`config.mk`:
```
export PLATFORM = sky130hd
export DESIGN_NAME = ppfs_top
export DESIGN_NICKNAME = d
export VERILOG_FILES = /design/src/hw/ppfs_pkg.sv /design/src/hw/ppfs_op_timer.sv /design/src/hw/ppfs_addr_check.sv /design/src/hw/ppfs_top.sv
export SDC_FILE = /design/constraint.sdc
export NUM_CORES = 1
export LEC_CHECK = 0
export ABC_AREA = 1
export ABC_CLOCK_PERIOD_IN_PS = 2610
export BUFFER_PORTS_ARGS = -buffer_cell sky130_fd_sc_hd__clkbuf_2
export CAP_MARGIN = 20
export CORE_AREA = 3 3 97 99
export DETAILED_ROUTE_END_ITERATION = 16
export DIE_AREA = 0 0 100 102
export PLACE_DENSITY = 0.8
export RECOVER_POWER = 50
export SLEW_MARGIN = 30
export SYNTH_ARGS = -nofsm -noshare
export SYNTH_HDL_FRONTEND = slang
export SYNTH_SLANG_ARGS = --single-unit
```
`constraint.sdc`:
```
create_clock -name mclk_in -period 2.61 [get_ports mclk_in]
set_input_delay 0.3915 -clock mclk_in [delete_from_list [all_inputs] [get_ports mclk_in]]
set_output_delay 0.3915 -clock mclk_in [all_outputs]
set_load 0.05 [all_outputs]
```
`src/hw/ppfs_pkg.sv`:
```
// Package for the programming-port flash status block.
// Holds register layouts, command codes, flash geometry and timing.
package ppfs_pkg;
  // Command codes from the serial programming port
  localparam logic [7:0] CMD_WR_TEST = 8'hF0;
  localparam logic [7:0] CMD_RD_TEST = 8'hF1;
  localparam logic [7:0] CMD_WR_CTRL = 8'h02;
  localparam logic [7:0] CMD_RD_CTRL = 8'h03;
  localparam logic [7:0] CMD_RD_STAT = 8'h04;
  // Status register field positions
  localparam int STAT_FLASH_CONTROL_MODE_FLAG_BIT = 7;
  localparam int STAT_PROT1_BIT = 6;
  localparam int STAT_RWP_BIT = 5;
  localparam int STAT_BUSY_BIT = 3;
  // Control and test register field positions
  localparam int CTRL_MODE_BIT = 7;
  localparam int TEST_BYPASS_BIT = 2;
  // Reset values
  localparam logic [7:0] STAT_RESET = 8'h00;
  localparam logic [7:0] TEST_RESET = 8'h00;
  localparam logic [7:0] CTRL_RESET = 8'h00;
  // Option byte shadow field positions
  localparam int OPT_PROT1_BIT = 1;
  localparam int OPT_RWP_BIT = 0;
  // Flash geometry
  localparam int PAGE_BYTES = 512;
  localparam int ROW_BYTES = 64;
  localparam int ROWS_PER_PAGE = 8;
  localparam int PAGES_PER_SECTOR = 16;
  localparam int INFO_BYTES = 256;
  localparam int INFO_PAGES = 4;
  localparam logic [1:0] INFO_USER_PAGE = 2'h3;
  localparam int ADDR_W = 16;
  localparam int PAGE_SHIFT = 9;
  localparam int SECTOR_SHIFT = 13;
  localparam int INFO_PAGE_SHIFT = 6;
  localparam int ARRAY_DATA_W = 16;
  // Operation timing
  localparam int CLK_KHZ = 10000;
  localparam int PROG_TIME_US = 65;
  localparam int PROG_CYCLES = (PROG_TIME_US * CLK_KHZ) / 1000;
  localparam int ERASE_TIME_US = 400;
  localparam int ERASE_CYCLES = (ERASE_TIME_US * CLK_KHZ) / 1000;
  localparam int TMR_W = 16;

  typedef enum logic [1:0] {
    PPFS_OP_PROG = 2'b00,
    PPFS_OP_PAGE_ERASE = 2'b01,
    PPFS_OP_MASS_ERASE = 2'b10,
    PPFS_OP_READ = 2'b11
  } ppfs_op_t;

  typedef struct packed {
    logic valid;
    logic from_port;
    logic info;
    ppfs_op_t op;
    logic [ADDR_W-1:0] addr;
    logic [7:0] data;
  } ppfs_req_t;

  typedef struct packed {
    logic we;
    logic re;
    logic [7:0] code;
    logic [7:0] wdata;
  } ppfs_cmd_t;
endpackage

```
`src/hw/ppfs_op_timer.sv`:
```
// Down-counter that holds a busy level for a loaded number of cycles.
// Assumes the caller loads only while idle.
`timescale 1ns/1ns
module ppfs_op_timer
  import ppfs_pkg::*;
(
  input wire logic mclk_in,
  input wire logic rst_n_in,
  input wire logic ce_in,
  input wire logic load_in,
  input wire logic [TMR_W-1:0] count_in,
  output logic busy_out,
  output logic done_out
);
  logic [TMR_W-1:0] cnt;
  logic [TMR_W-1:0] next_cnt;
  logic done;
  logic next_done;

  always_comb begin
    next_cnt = cnt;
    next_done = 1'b0;
    if (load_in) begin
      next_cnt = count_in;
    end else if (cnt != '0) begin
      next_cnt = cnt - 1'b1;
      next_done = (cnt == TMR_W'(1));
    end
  end

  always_ff @(posedge mclk_in or negedge rst_n_in) begin
    if (!rst_n_in) begin
      cnt <= '0;
      done <= 1'b0;
    end else if (ce_in) begin
      cnt <= next_cnt;
      done <= next_done;
    end
  end

  assign busy_out = (cnt != '0);
  assign done_out = done;
endmodule

```
`src/hw/ppfs_addr_check.sv`:
```
// Classifies a flash address: page, sector, info page and access rights.
// Pure combinational; assumes byte addresses.
`timescale 1ns/1ns
module ppfs_addr_check
  import ppfs_pkg::*;
(
  input wire ppfs_req_t req_in,
  input wire logic [7:0] sector_lock_in,
  output logic allowed_out,
  output logic [6:0] page_out
);
  logic [2:0] sector;
  logic [1:0] info_page;

  always_comb begin
    page_out = req_in.addr[ADDR_W-1:PAGE_SHIFT];
    sector = req_in.addr[ADDR_W-1:SECTOR_SHIFT];
    info_page = req_in.addr[7:INFO_PAGE_SHIFT];
    allowed_out = 1'b1;
    if (req_in.info) begin
      // Only the user page (info page 3) is reachable; no sector locks here
      allowed_out = (info_page == INFO_USER_PAGE);
    end else if (!req_in.from_port && req_in.op != PPFS_OP_READ) begin
      // CPU writes honour sector locks; 16 pages per sector
      allowed_out = !sector_lock_in[sector];
    end
    if (!req_in.from_port && req_in.op == PPFS_OP_MASS_ERASE) begin
      allowed_out = 1'b0;
    end
  end
endmodule

```
`src/hw/ppfs_top.sv`:
```
// Programming-port status, test configuration and flash sequencing.
// Assumes port commands arrive already decoded, synchronous to mclk_in.
`timescale 1ns/1ns
module ppfs_top
  import ppfs_pkg::*;
(
  input wire logic mclk_in,
  input wire logic rst_n_in,
  input wire logic ce_in,
  input wire logic por_in,
  input wire logic brownout_in,
  input wire logic strap_in,
  input wire ppfs_cmd_t cmd_in,
  input wire logic [7:0] option_shadow_in,
  input wire logic [7:0] sector_lock_in,
  input wire ppfs_req_t cpu_req_in,
  input wire ppfs_req_t port_req_in,
  input wire logic [ARRAY_DATA_W-1:0] array_rdata_in,
  output logic [7:0] cmd_rdata_out,
  output logic cmd_rvalid_out,
  output logic port_mode_out,
  output logic bypass_out,
  output logic req_ready_out,
  output logic req_reject_out,
  output logic [7:0] rdata_out,
  output logic rvalid_out,
  output logic array_we_out,
  output logic array_erase_out,
  output logic array_mass_out,
  output logic array_hi_out,
  output logic [ADDR_W-1:0] array_addr_out,
  output logic [ARRAY_DATA_W-1:0] array_wdata_out
);
  typedef enum logic [1:0] {
    PPFS_ST_IDLE = 2'b00,
    PPFS_ST_BUSY = 2'b01,
    PPFS_ST_READ = 2'b10
  } ppfs_state_t;

  // Mode registers
  logic port_mode;
  logic next_port_mode;
  logic flash_ctl;
  logic next_flash_ctl;
  logic [7:0] test_cfg;
  logic [7:0] next_test_cfg;
  logic strap_all_high;
  logic next_strap_all_high;
  logic por_seen;
  logic next_por_seen;

  // Sequencer registers
  ppfs_state_t state;
  ppfs_state_t next_state;
  logic port_busy;
  logic next_port_busy;
  ppfs_req_t cur;
  ppfs_req_t next_cur;
  logic [7:0] rdata;
  logic [7:0] next_rdata;
  logic rvalid;
  logic next_rvalid;
  logic reject;
  logic next_reject;
  logic [7:0] cmd_rdata;
  logic [7:0] next_cmd_rdata;
  logic cmd_rvalid;
  logic next_cmd_rvalid;

  ppfs_req_t sel;
  logic sel_ok;
  logic launch;
  logic tmr_load;
  logic [TMR_W-1:0] tmr_count;
  logic tmr_busy;
  logic tmr_done;
  logic [6:0] sel_page;
  logic [7:0] status;

  ppfs_addr_check u_check (
    .req_in(sel),
    .sector_lock_in(sector_lock_in),
    .allowed_out(sel_ok),
    .page_out(sel_page)
  );

  ppfs_op_timer u_timer (
    .mclk_in(mclk_in),
    .rst_n_in(rst_n_in),
    .ce_in(ce_in),
    .load_in(tmr_load),
    .count_in(tmr_count),
    .busy_out(tmr_busy),
    .done_out(tmr_done)
  );

  // Status is assembled from live state only
  always_comb begin
    status = STAT_RESET;
    status[STAT_FLASH_CONTROL_MODE_FLAG_BIT] = flash_ctl;
    status[STAT_PROT1_BIT] = option_shadow_in[OPT_PROT1_BIT];
    status[STAT_RWP_BIT] = option_shadow_in[OPT_RWP_BIT];
    // Reads never raise busy; only port program and erase do, not CPU ones
    status[STAT_BUSY_BIT] = port_busy |
      (launch & sel.from_port & (sel.op != PPFS_OP_READ));
  end

  // Mode and command handling
  always_comb begin
    next_port_mode = port_mode;
    next_flash_ctl = flash_ctl;
    next_test_cfg = test_cfg;
    next_strap_all_high = strap_all_high;
    next_por_seen = por_in;
    next_cmd_rdata = cmd_rdata;
    next_cmd_rvalid = 1'b0;
    if (por_in) begin
      next_strap_all_high = por_seen ? (strap_all_high & strap_in) : strap_in;
    end
    if (por_seen && !por_in && strap_all_high) begin
      next_port_mode = 1'b0;
      next_flash_ctl = 1'b0;
    end
    if (brownout_in) begin
      next_port_mode = 1'b0;
      next_flash_ctl = 1'b0;
      next_test_cfg = TEST_RESET;
    end else if (cmd_in.we) begin
      next_port_mode = 1'b1;
      if (cmd_in.code == CMD_WR_TEST) begin
        // Only the bypass bit is stored; reserved bits drop
        next_test_cfg = TEST_RESET;
        next_test_cfg[TEST_BYPASS_BIT] =
          cmd_in.wdata[TEST_BYPASS_BIT];
      end else if (cmd_in.code == CMD_WR_CTRL) begin
        next_flash_ctl = cmd_in.wdata[CTRL_MODE_BIT];
      end
      // Status writes have no target register; like any write they only set port mode
    end else if (cmd_in.re) begin
      next_cmd_rvalid = 1'b1;
      if (cmd_in.code == CMD_RD_TEST) begin
        next_cmd_rdata = test_cfg;
      end else if (cmd_in.code == CMD_RD_CTRL) begin
        next_cmd_rdata = CTRL_RESET;
        next_cmd_rdata[CTRL_MODE_BIT] = flash_ctl;
      end else if (cmd_in.code == CMD_RD_STAT) begin
        next_cmd_rdata = status;
      end else begin
        next_cmd_rdata = 8'h00;
      end
    end
  end

  always_ff @(posedge mclk_in or negedge rst_n_in) begin
    if (!rst_n_in) begin
      port_mode <= 1'b0;
      flash_ctl <= 1'b0;
      test_cfg <= TEST_RESET;
      strap_all_high <= 1'b0;
      por_seen <= 1'b0;
      cmd_rdata <= 8'h00;
      cmd_rvalid <= 1'b0;
    end else if (ce_in) begin
      port_mode <= next_port_mode;
      flash_ctl <= next_flash_ctl;
      test_cfg <= next_test_cfg;
      strap_all_high <= next_strap_all_high;
      por_seen <= next_por_seen;
      cmd_rdata <= next_cmd_rdata;
      cmd_rvalid <= next_cmd_rvalid;
    end
  end

  // Request selection: port wins when in flash control mode
  always_comb begin
    sel = cpu_req_in;
    if (port_req_in.valid && port_mode && flash_ctl) begin
      sel = port_req_in;
      sel.from_port = 1'b1;
    end else begin
      sel.from_port = 1'b0;
    end
  end

  // Bypass mode hands the array to the pins, so the sequencer idles
  assign launch = (state == PPFS_ST_IDLE) && sel.valid && sel_ok &&
                  !test_cfg[TEST_BYPASS_BIT];

  always_comb begin
    next_state = state;
    next_port_busy = port_busy;
    next_cur = cur;
    next_rdata = rdata;
    next_rvalid = 1'b0;
    next_reject = 1'b0;
    tmr_load = 1'b0;
    tmr_count = '0;
    if (state == PPFS_ST_IDLE && sel.valid && !sel_ok) begin
      next_reject = 1'b1;
    end
    case (state)
      PPFS_ST_IDLE: begin
        if (launch) begin
          next_cur = sel;
          if (sel.op == PPFS_OP_READ) begin
            next_state = PPFS_ST_READ;
          end else begin
            next_state = PPFS_ST_BUSY;
            next_port_busy = sel.from_port;
            tmr_load = 1'b1;
            // Erase works on whole pages only
            tmr_count = (sel.op == PPFS_OP_PROG) ?
              TMR_W'(PROG_CYCLES) : TMR_W'(ERASE_CYCLES);
          end
        end
      end
      PPFS_ST_BUSY: begin
        if (tmr_done || (!tmr_busy && !tmr_load)) begin
          next_state = PPFS_ST_IDLE;
          next_port_busy = 1'b0;
        end
      end
      PPFS_ST_READ: begin
        // Byte pick from the 16-bit word
        next_rdata = cur.addr[0] ? array_rdata_in[15:8] :
                                   array_rdata_in[7:0];
        next_rvalid = 1'b1;
        next_state = PPFS_ST_IDLE;
      end
      default: begin
        next_state = PPFS_ST_IDLE;
      end
    endcase
  end

  always_ff @(posedge mclk_in or negedge rst_n_in) begin
    if (!rst_n_in) begin
      state <= PPFS_ST_IDLE;
      port_busy <= 1'b0;
      cur <= '0;
      rdata <= 8'h00;
      rvalid <= 1'b0;
      reject <= 1'b0;
    end else if (ce_in) begin
      state <= next_state;
      port_busy <= next_port_busy;
      cur <= next_cur;
      rdata <= next_rdata;
      rvalid <= next_rvalid;
      reject <= next_reject;
    end
  end

  // Array drive; page and info rows map to 512 and 64-byte units
  always_comb begin
    array_addr_out = (state == PPFS_ST_IDLE) ? sel.addr : cur.addr;
    if (state != PPFS_ST_IDLE && cur.op == PPFS_OP_PAGE_ERASE) begin
      array_addr_out = cur.info ?
        {cur.addr[ADDR_W-1:INFO_PAGE_SHIFT], 6'h00} :
        {cur.addr[ADDR_W-1:PAGE_SHIFT], 9'h000};
    end
    array_wdata_out = {cur.data, cur.data};
    array_hi_out = cur.addr[0];
  end

  assign array_we_out = (state == PPFS_ST_BUSY) && (cur.op == PPFS_OP_PROG);
  assign array_erase_out = (state == PPFS_ST_BUSY) &&
                           (cur.op == PPFS_OP_PAGE_ERASE);
  assign array_mass_out = (state == PPFS_ST_BUSY) &&
                          (cur.op == PPFS_OP_MASS_ERASE);
  assign req_ready_out = (state == PPFS_ST_IDLE) &&
                         !test_cfg[TEST_BYPASS_BIT];
  assign req_reject_out = reject;
  assign rdata_out = rdata;
  assign rvalid_out = rvalid;
  assign cmd_rdata_out = cmd_rdata;
  assign cmd_rvalid_out = cmd_rvalid;
  assign port_mode_out = port_mode;
  assign bypass_out = test_cfg[TEST_BYPASS_BIT];
endmodule

```
== Word-level counts from Yosys, hierarchy flattened ==
Cells that the tools add are included.

* Output and inout bits: 58
* Input bits: 114
* Flip-flop bits (word level): 78
* Word-level logic and storage cells: 135

* Mux-type cells: 51
* Add/sub/neg operators: 1
* Bitwise logic cells: 6
* $lt $le $gt $ge: 1
* Reduce and logical (&&, ||, !) cells: 41
* Equality and inequality tests: 17

{| class="wikitable"
|+ Operator list
! kind !! count
|-
| 16-bit 2-to-1 mux || 4
|-
| 8-bit 2-to-1 mux || 7
|-
| 12-bit 2-to-1 mux || 4
|-
| 1-bit 2-to-1 mux || 28
|-
| 27-bit 2-to-1 mux || 1
|-
| 16-bit by 1-bit == test with 1-bit output, second input constant || 1
|-
| 8-bit by 2-bit == test with 1-bit output, second input constant || 2
|-
| 8-bit == test, second input constant || 2
|-
| 16-bit nonzero test || 1
|-
| 16-bit by 1-bit subtractor with 16-bit output, second input constant || 1
|-
| 1-bit logical AND || 15
|-
| 2-bit == test, second input constant || 5
|-
| 2-bit nonzero test || 5
|-
| 9-bit 2-to-1 mux || 1
|-
| 3-bit AND reduction || 3
|-
| 8-bit by 3-bit == test with 1-bit output, second input constant || 1
|-
| 2-bit != test, second input constant || 4
|-
| 2-bit AND reduction || 4
|-
| 1-bit logical NOT || 6
|-
| 2-bit logical NOT || 3
|-
| 2-bit 2-to-1 mux || 3
|-
| 5-bit AND reduction || 1
|-
| 2-bit by 1-bit == test with 1-bit output, second input constant || 2
|-
| 3-bit by 4-bit less-than comparator with 1-bit output, second input constant || 1
|-
| other kinds (9) || 12
|}

== Logic depth before layout (Yosys ltp) ==
* Depth in word-level cells: 17
* Gate-level depth with buffers: 14
* Mapped depth without buffers: 14

== Modules after synthesis ==
From an unflattened synthesis, not the netlist that was laid out.

* Cell total of the unflattened synthesis: 684
* Area total of the unflattened synthesis: 4581.9 um2

{| class="wikitable"
|+ Modules (own cells, without submodules)
! module !! cells an instance !! area each (um2) !! seq. area each (um2) !! instances
|-
| ppfs_top || 441 || 3084.2 || 1276.2 || 1
|-
| ppfs_op_timer || 210 || 1330.0 || 425.4 || 1
|-
| ppfs_addr_check || 33 || 167.7 || 0.0 || 1
|}

== Least setup slack after synthesis ==
No wires, ideal clock.

* Path type: register to output
* From: register port_mode (netlist: port_mode_out)
* To: output array_addr_out[15]
* Stages on the path, launching flop included: 6
* Path slack: -0.050 ns
* Data arrival time: 2.268 ns
* Required time: 2.219 ns
* Buffers on the path: 0
* Path through: dfrtp_1 > nand3_4 > clkinv_2 > or2_0 > o21ai_1 > o21ai_0

* Longest elaborated chain between the ends: 5

{| class="wikitable"
|+ Ends and longest elaborated chain
! what !! line !! text
|-
| from (decl) || ppfs_top.sv:41 || <nowiki>logic port_mode;</nowiki>
|-
| from (signal assigned) || ppfs_top.sv:164 || <nowiki>port_mode <= next_port_mode;</nowiki>
|-
| 1-bit logical AND (2 in series) || ppfs_top.sv:177 || <nowiki>if (port_req_in.valid && port_mode && flash_ctl) begin</nowiki>
|-
| 27-bit 2-to-1 mux || ppfs_top.sv:177 ||
|-
| 16-bit 2-to-1 mux || ppfs_top.sv:256 || <nowiki>array_addr_out = (state == PPFS_ST_IDLE) ? sel.addr : cur.addr;</nowiki>
|-
| 16-bit 2-to-1 mux || ppfs_top.sv:257 || <nowiki>if (state != PPFS_ST_IDLE && cur.op == PPFS_OP_PAGE_ERASE) begin</nowiki>
|-
| to (decl) || ppfs_top.sv:31 || <nowiki>output logic [ADDR_W-1:0] array_addr_out,</nowiki>
|}

No other way between the ends.

== Worst setup path after layout ==
* From: register flash_ctl
* To: output array_addr_out[7]

* Longest elaborated chain between the ends: 4

{| class="wikitable"
|+ Ends and longest elaborated chain
! what !! line !! text
|-
| from (decl) || ppfs_top.sv:43 || <nowiki>logic flash_ctl;</nowiki>
|-
| from (signal assigned) || ppfs_top.sv:165 || <nowiki>flash_ctl <= next_flash_ctl;</nowiki>
|-
| 1-bit logical AND || ppfs_top.sv:177 ||
|-
| 27-bit 2-to-1 mux || ppfs_top.sv:177 ||
|-
| 16-bit 2-to-1 mux || ppfs_top.sv:256 ||
|-
| 16-bit 2-to-1 mux || ppfs_top.sv:257 ||
|}

No other way between the ends.

==> impl_metrics.yaml <==
worst_setup_path:
  arrival_ns: 1.97
  start_kind: "flip-flop"
  worst-r2r-setup-slack_ns: 0.25
  crit_slowest_cell: "dfrtp_1"
  critPathKind: "reg -> out"
  worst_path_largest_cell_delay_ns: 0.47
  r2r-start: "flash_ctl$_DFFE_PN0P_"
  r2r-end: "array_hi_out$_DFFE_PN0P_"
  required_ns: 2.22
  critPathCaptureType: "primary output"
  path_cells: "nand3_4 -> clkinv_2 -> buf_4 -> nand2_1 -> nand2_1 -> nand2_1 -> o31ai_1 -> clkbuf_2"
  worstPathMaxFanout: 25
  crit_path_frequent_cell: "nand2_1"
  worst_r2r_path_depth: 11
route:
  drc: 0
  drt_iter0_markers: 170
  drt-pass1-iter-count: 5
  num_vias: 4102
  viasPerCell: 4.972
  wl_um: 10450
  wl_per_cell_um: 12.67
  postRouteAntennaNets: 0
placed_design:
  placed_area_mm2: 0.004940
  routabilityCongestion: 0.8837
  port_buffers: 154
  hpwl_um: 7948
timing:
  hold_violations: 0
  worstMarginPinSlew_ns: 1.651
  setup_tns_ns: 0
  hold_ws_ns: 0.2765
  rsz0062_at_grt: "no"
  fin_crit_ns: 2.360
  finClkSkew_ns: 0.01419
  setup_viol_count_final: 0
  period_share: 0.9042
  fmax_mhz: 423.7
  max-slew-margin-rel: -0.1004
  slew_viol_final: 69
synthesis:
  yosysSeqAreaShare: 0.4057
  synth_area_mm2: 0.004194
  synth_top_cell_by_area: "dfrtp_1"
  synth_commonest_cells: "nand2_1 (194), dfrtp_1 (68), o21ai_0 (66)"
  synth_edf_count: 0
  async_flop_share: 1.000
  synth_area_leaders: "dfrtp_1 (41%), nand2_1 (17%), o21ai_0 (7.9%)"
  avgSynthCellArea_um2: 7.281
  synthDominantCellAreaShare: 0.4057
  synth-seq-cells: 68
  yosysMostFrequentCell: "nand2_1"
  yosys_warnings: 0
  syn_inst: 576
  ys_types: 42
  synthFlopType: "dfrtp_1"
clock_network:
  cts_tree: "done"
  path_clk_slew_ns: 0.08
  ctsHtreeMaxLevel: 3
  worstSkewPairLatency_ns: 0.34
  clockBufferDepth: 2
  cts-hold-fix-buffers: 0
  post-cts-setup-buffers: 0
  cts_root_buf: "clkbuf_8"
  cts_buffers: 9
  clkSinkCount: 68
die:
  die_area_mm2: 0.01020
  design.core.area_mm2: 0.008636
  start_util: 0.4857
  rows: 34
  fp.dieW_um: 100
  num_io_pins: 172
  die_y_um: 102
finish:
  finish.net_count: 831
  final_area_mm2: 0.005184
  n_antenna_cell: 0
  syn_to_final_growth_pct: 23.60
  drive_gt1_frac: 0.2566
power_and_ir_drop:
  p_leak_nw: 2.833
  peakVddDrop_uv: 377.7
  powerDensity_mw_per_mm2: 1158
hold_path:
  min_to: "cmd_rdata_out[6]$_DFFE_PN0P_"
  holdPathStages: 2
  worstHoldStart: "option_shadow_in[1]"
  hold_path_class: "in -> reg"
grt:
  grt_max_degree: 69
  grt_pass1_wl_um: 17240
  globalRouteOverflowTotal: 0
  grt.total_usage: 0.2075
  antenna_found_initial: 0
  grt_pass1_vias: 3878
status:
  violations: "capacitance limit, slew limit"
  run_status: "finished, violations left"
flow_run:
  max_cap_violations: 1
## metrics by stage
stage | total power, mW | cells | utilization | worst slack (ns)
final | 6.005 | 825 | 0.6003 | 0.2500
after global placement | 4.810 | 809 | 0.5720 | 0.2381
after global routing | 6.408 | 825 | 0.6003 | 0.003592
after detailed placement | 4.895 | 809 | 0.5720 | 0.1543
after CTS | 6.067 | 825 | 0.6027 | 0.1187
after floorplan | 4.311 | 578 | - | 0.04684
## what timing repair did
action                     4_1_cts  5_1_grt
resized for setup                1        2
gates cloned                     0        0
setup endpoints to repair        5       13
## where the power goes
| part | total (mW) | leakage [nW] | internal [mW] | switching (mW) |
|---|---|---|---|---|
| combinational | 3.09 | 1.84 | 0.776 | 2.32 |
| clock | 1.14 | 0.127 | 0.733 | 0.406 |
| sequential | 1.77 | 0.865 | 1.45 | 0.325 |
## logic make-up (layout without fill, tap and decap cells)
| kind of cell | count (synthesis) | after routing | share of synthesized area |
|---|---|---|---|
| AO/OA/AOI/OAI | 101 | 101 | 0.1319 |
| XOR/XNOR | 12 | 12 | 0.02506 |
| adder cells (fa/ha/maj) | 5 | 5 | 0.01492 |
| buffers and inverters | 99 | 238 | 0.1143 |
| flip-flops | 68 | 68 | 0.4057 |
| other | 1 | 3 | 0.0008941 |
| AND/OR/NAND/NOR | 290 | 290 | 0.3073 |
## registers in the layout, summed over array words and instances, names as in the netlist
register and cells:
test_cfg 1, strap_all_high 1, cur 18, port_mode_out 1, cmd_rvalid_out 1, rdata_out 8, flash_ctl 1, array_hi_out 1
port_busy 1, por_seen 1, u_timer.cnt 16, rvalid_out 1, state 2, u_timer.done_out 1, req_reject_out 1, cmd_rdata_out 5
array_wdata_out 8
## layout by cell type (no fill, tap or decap), types with 9 or more instances in the layout
cell type  instances
nand2_1          193
clkbuf_2         135
dfrtp_1           68
o21ai_0           64
inv_1             58
nor2_1            40
clkbuf_1          20
o21ai_1           14
nand3_1           12
or2_2             10
a21oi_1            9
nor3_1             9
clkbuf_8           9
## worst max path at each step
stage / from / to / slack [ns] / depth (start not counted)
CTS: state[1]$_DFFE_PN0P_ / array_addr_out[1] / 0.12 / 7
global route: flash_ctl$_DFFE_PN0P_ / array_wdata_out[2]$_DFFE_PN0P_ / 0.004 / 8
detailed placement: port_req_in[28] / u_timer.cnt[0]$_DFFE_PN0P_ / 0.15 / 12
floorplan: port_mode_out$_DFFE_PN0P_ / array_addr_out[14] / 0.05 / 4
finish: flash_ctl$_DFFE_PN0P_ / array_addr_out[7] / 0.25 / 8
global placement: port_req_in[28] / u_timer.cnt[12]$_DFFE_PN0P_ / 0.24 / 12
## worst max-delay path: cells and delay by family, from the launching register on
family                 cells  cell delay (ns)
DFF                        1             0.47
and+or+nand+nor            4             0.43
AOI/OAI and AO/OA          1             0.08
buffers and inverters      3             0.64
## per-layer routing
metal	vias to the layer above	GRT usage	wire (µm)
met5	-	0	0
met3	16	0.04300	768
met1	1859	0.2558	4353
li1	2081	-	-
met2	146	0.3694	5181
met4	0	0.06010	150
## final cells by class
class | instances | area, µm²
clock inverter | 6 | 136.4
inverter | 61 | 232.7
sequential | 68 | 1702
clock buffer | 10 | 127.6
timing repair buffer | 161 | 824.5
multi-input combinational | 411 | 2026
fill | 793 | 3452
tap | 108 | 135.1
Note: power is estimated with default switching activity, not from simulation.
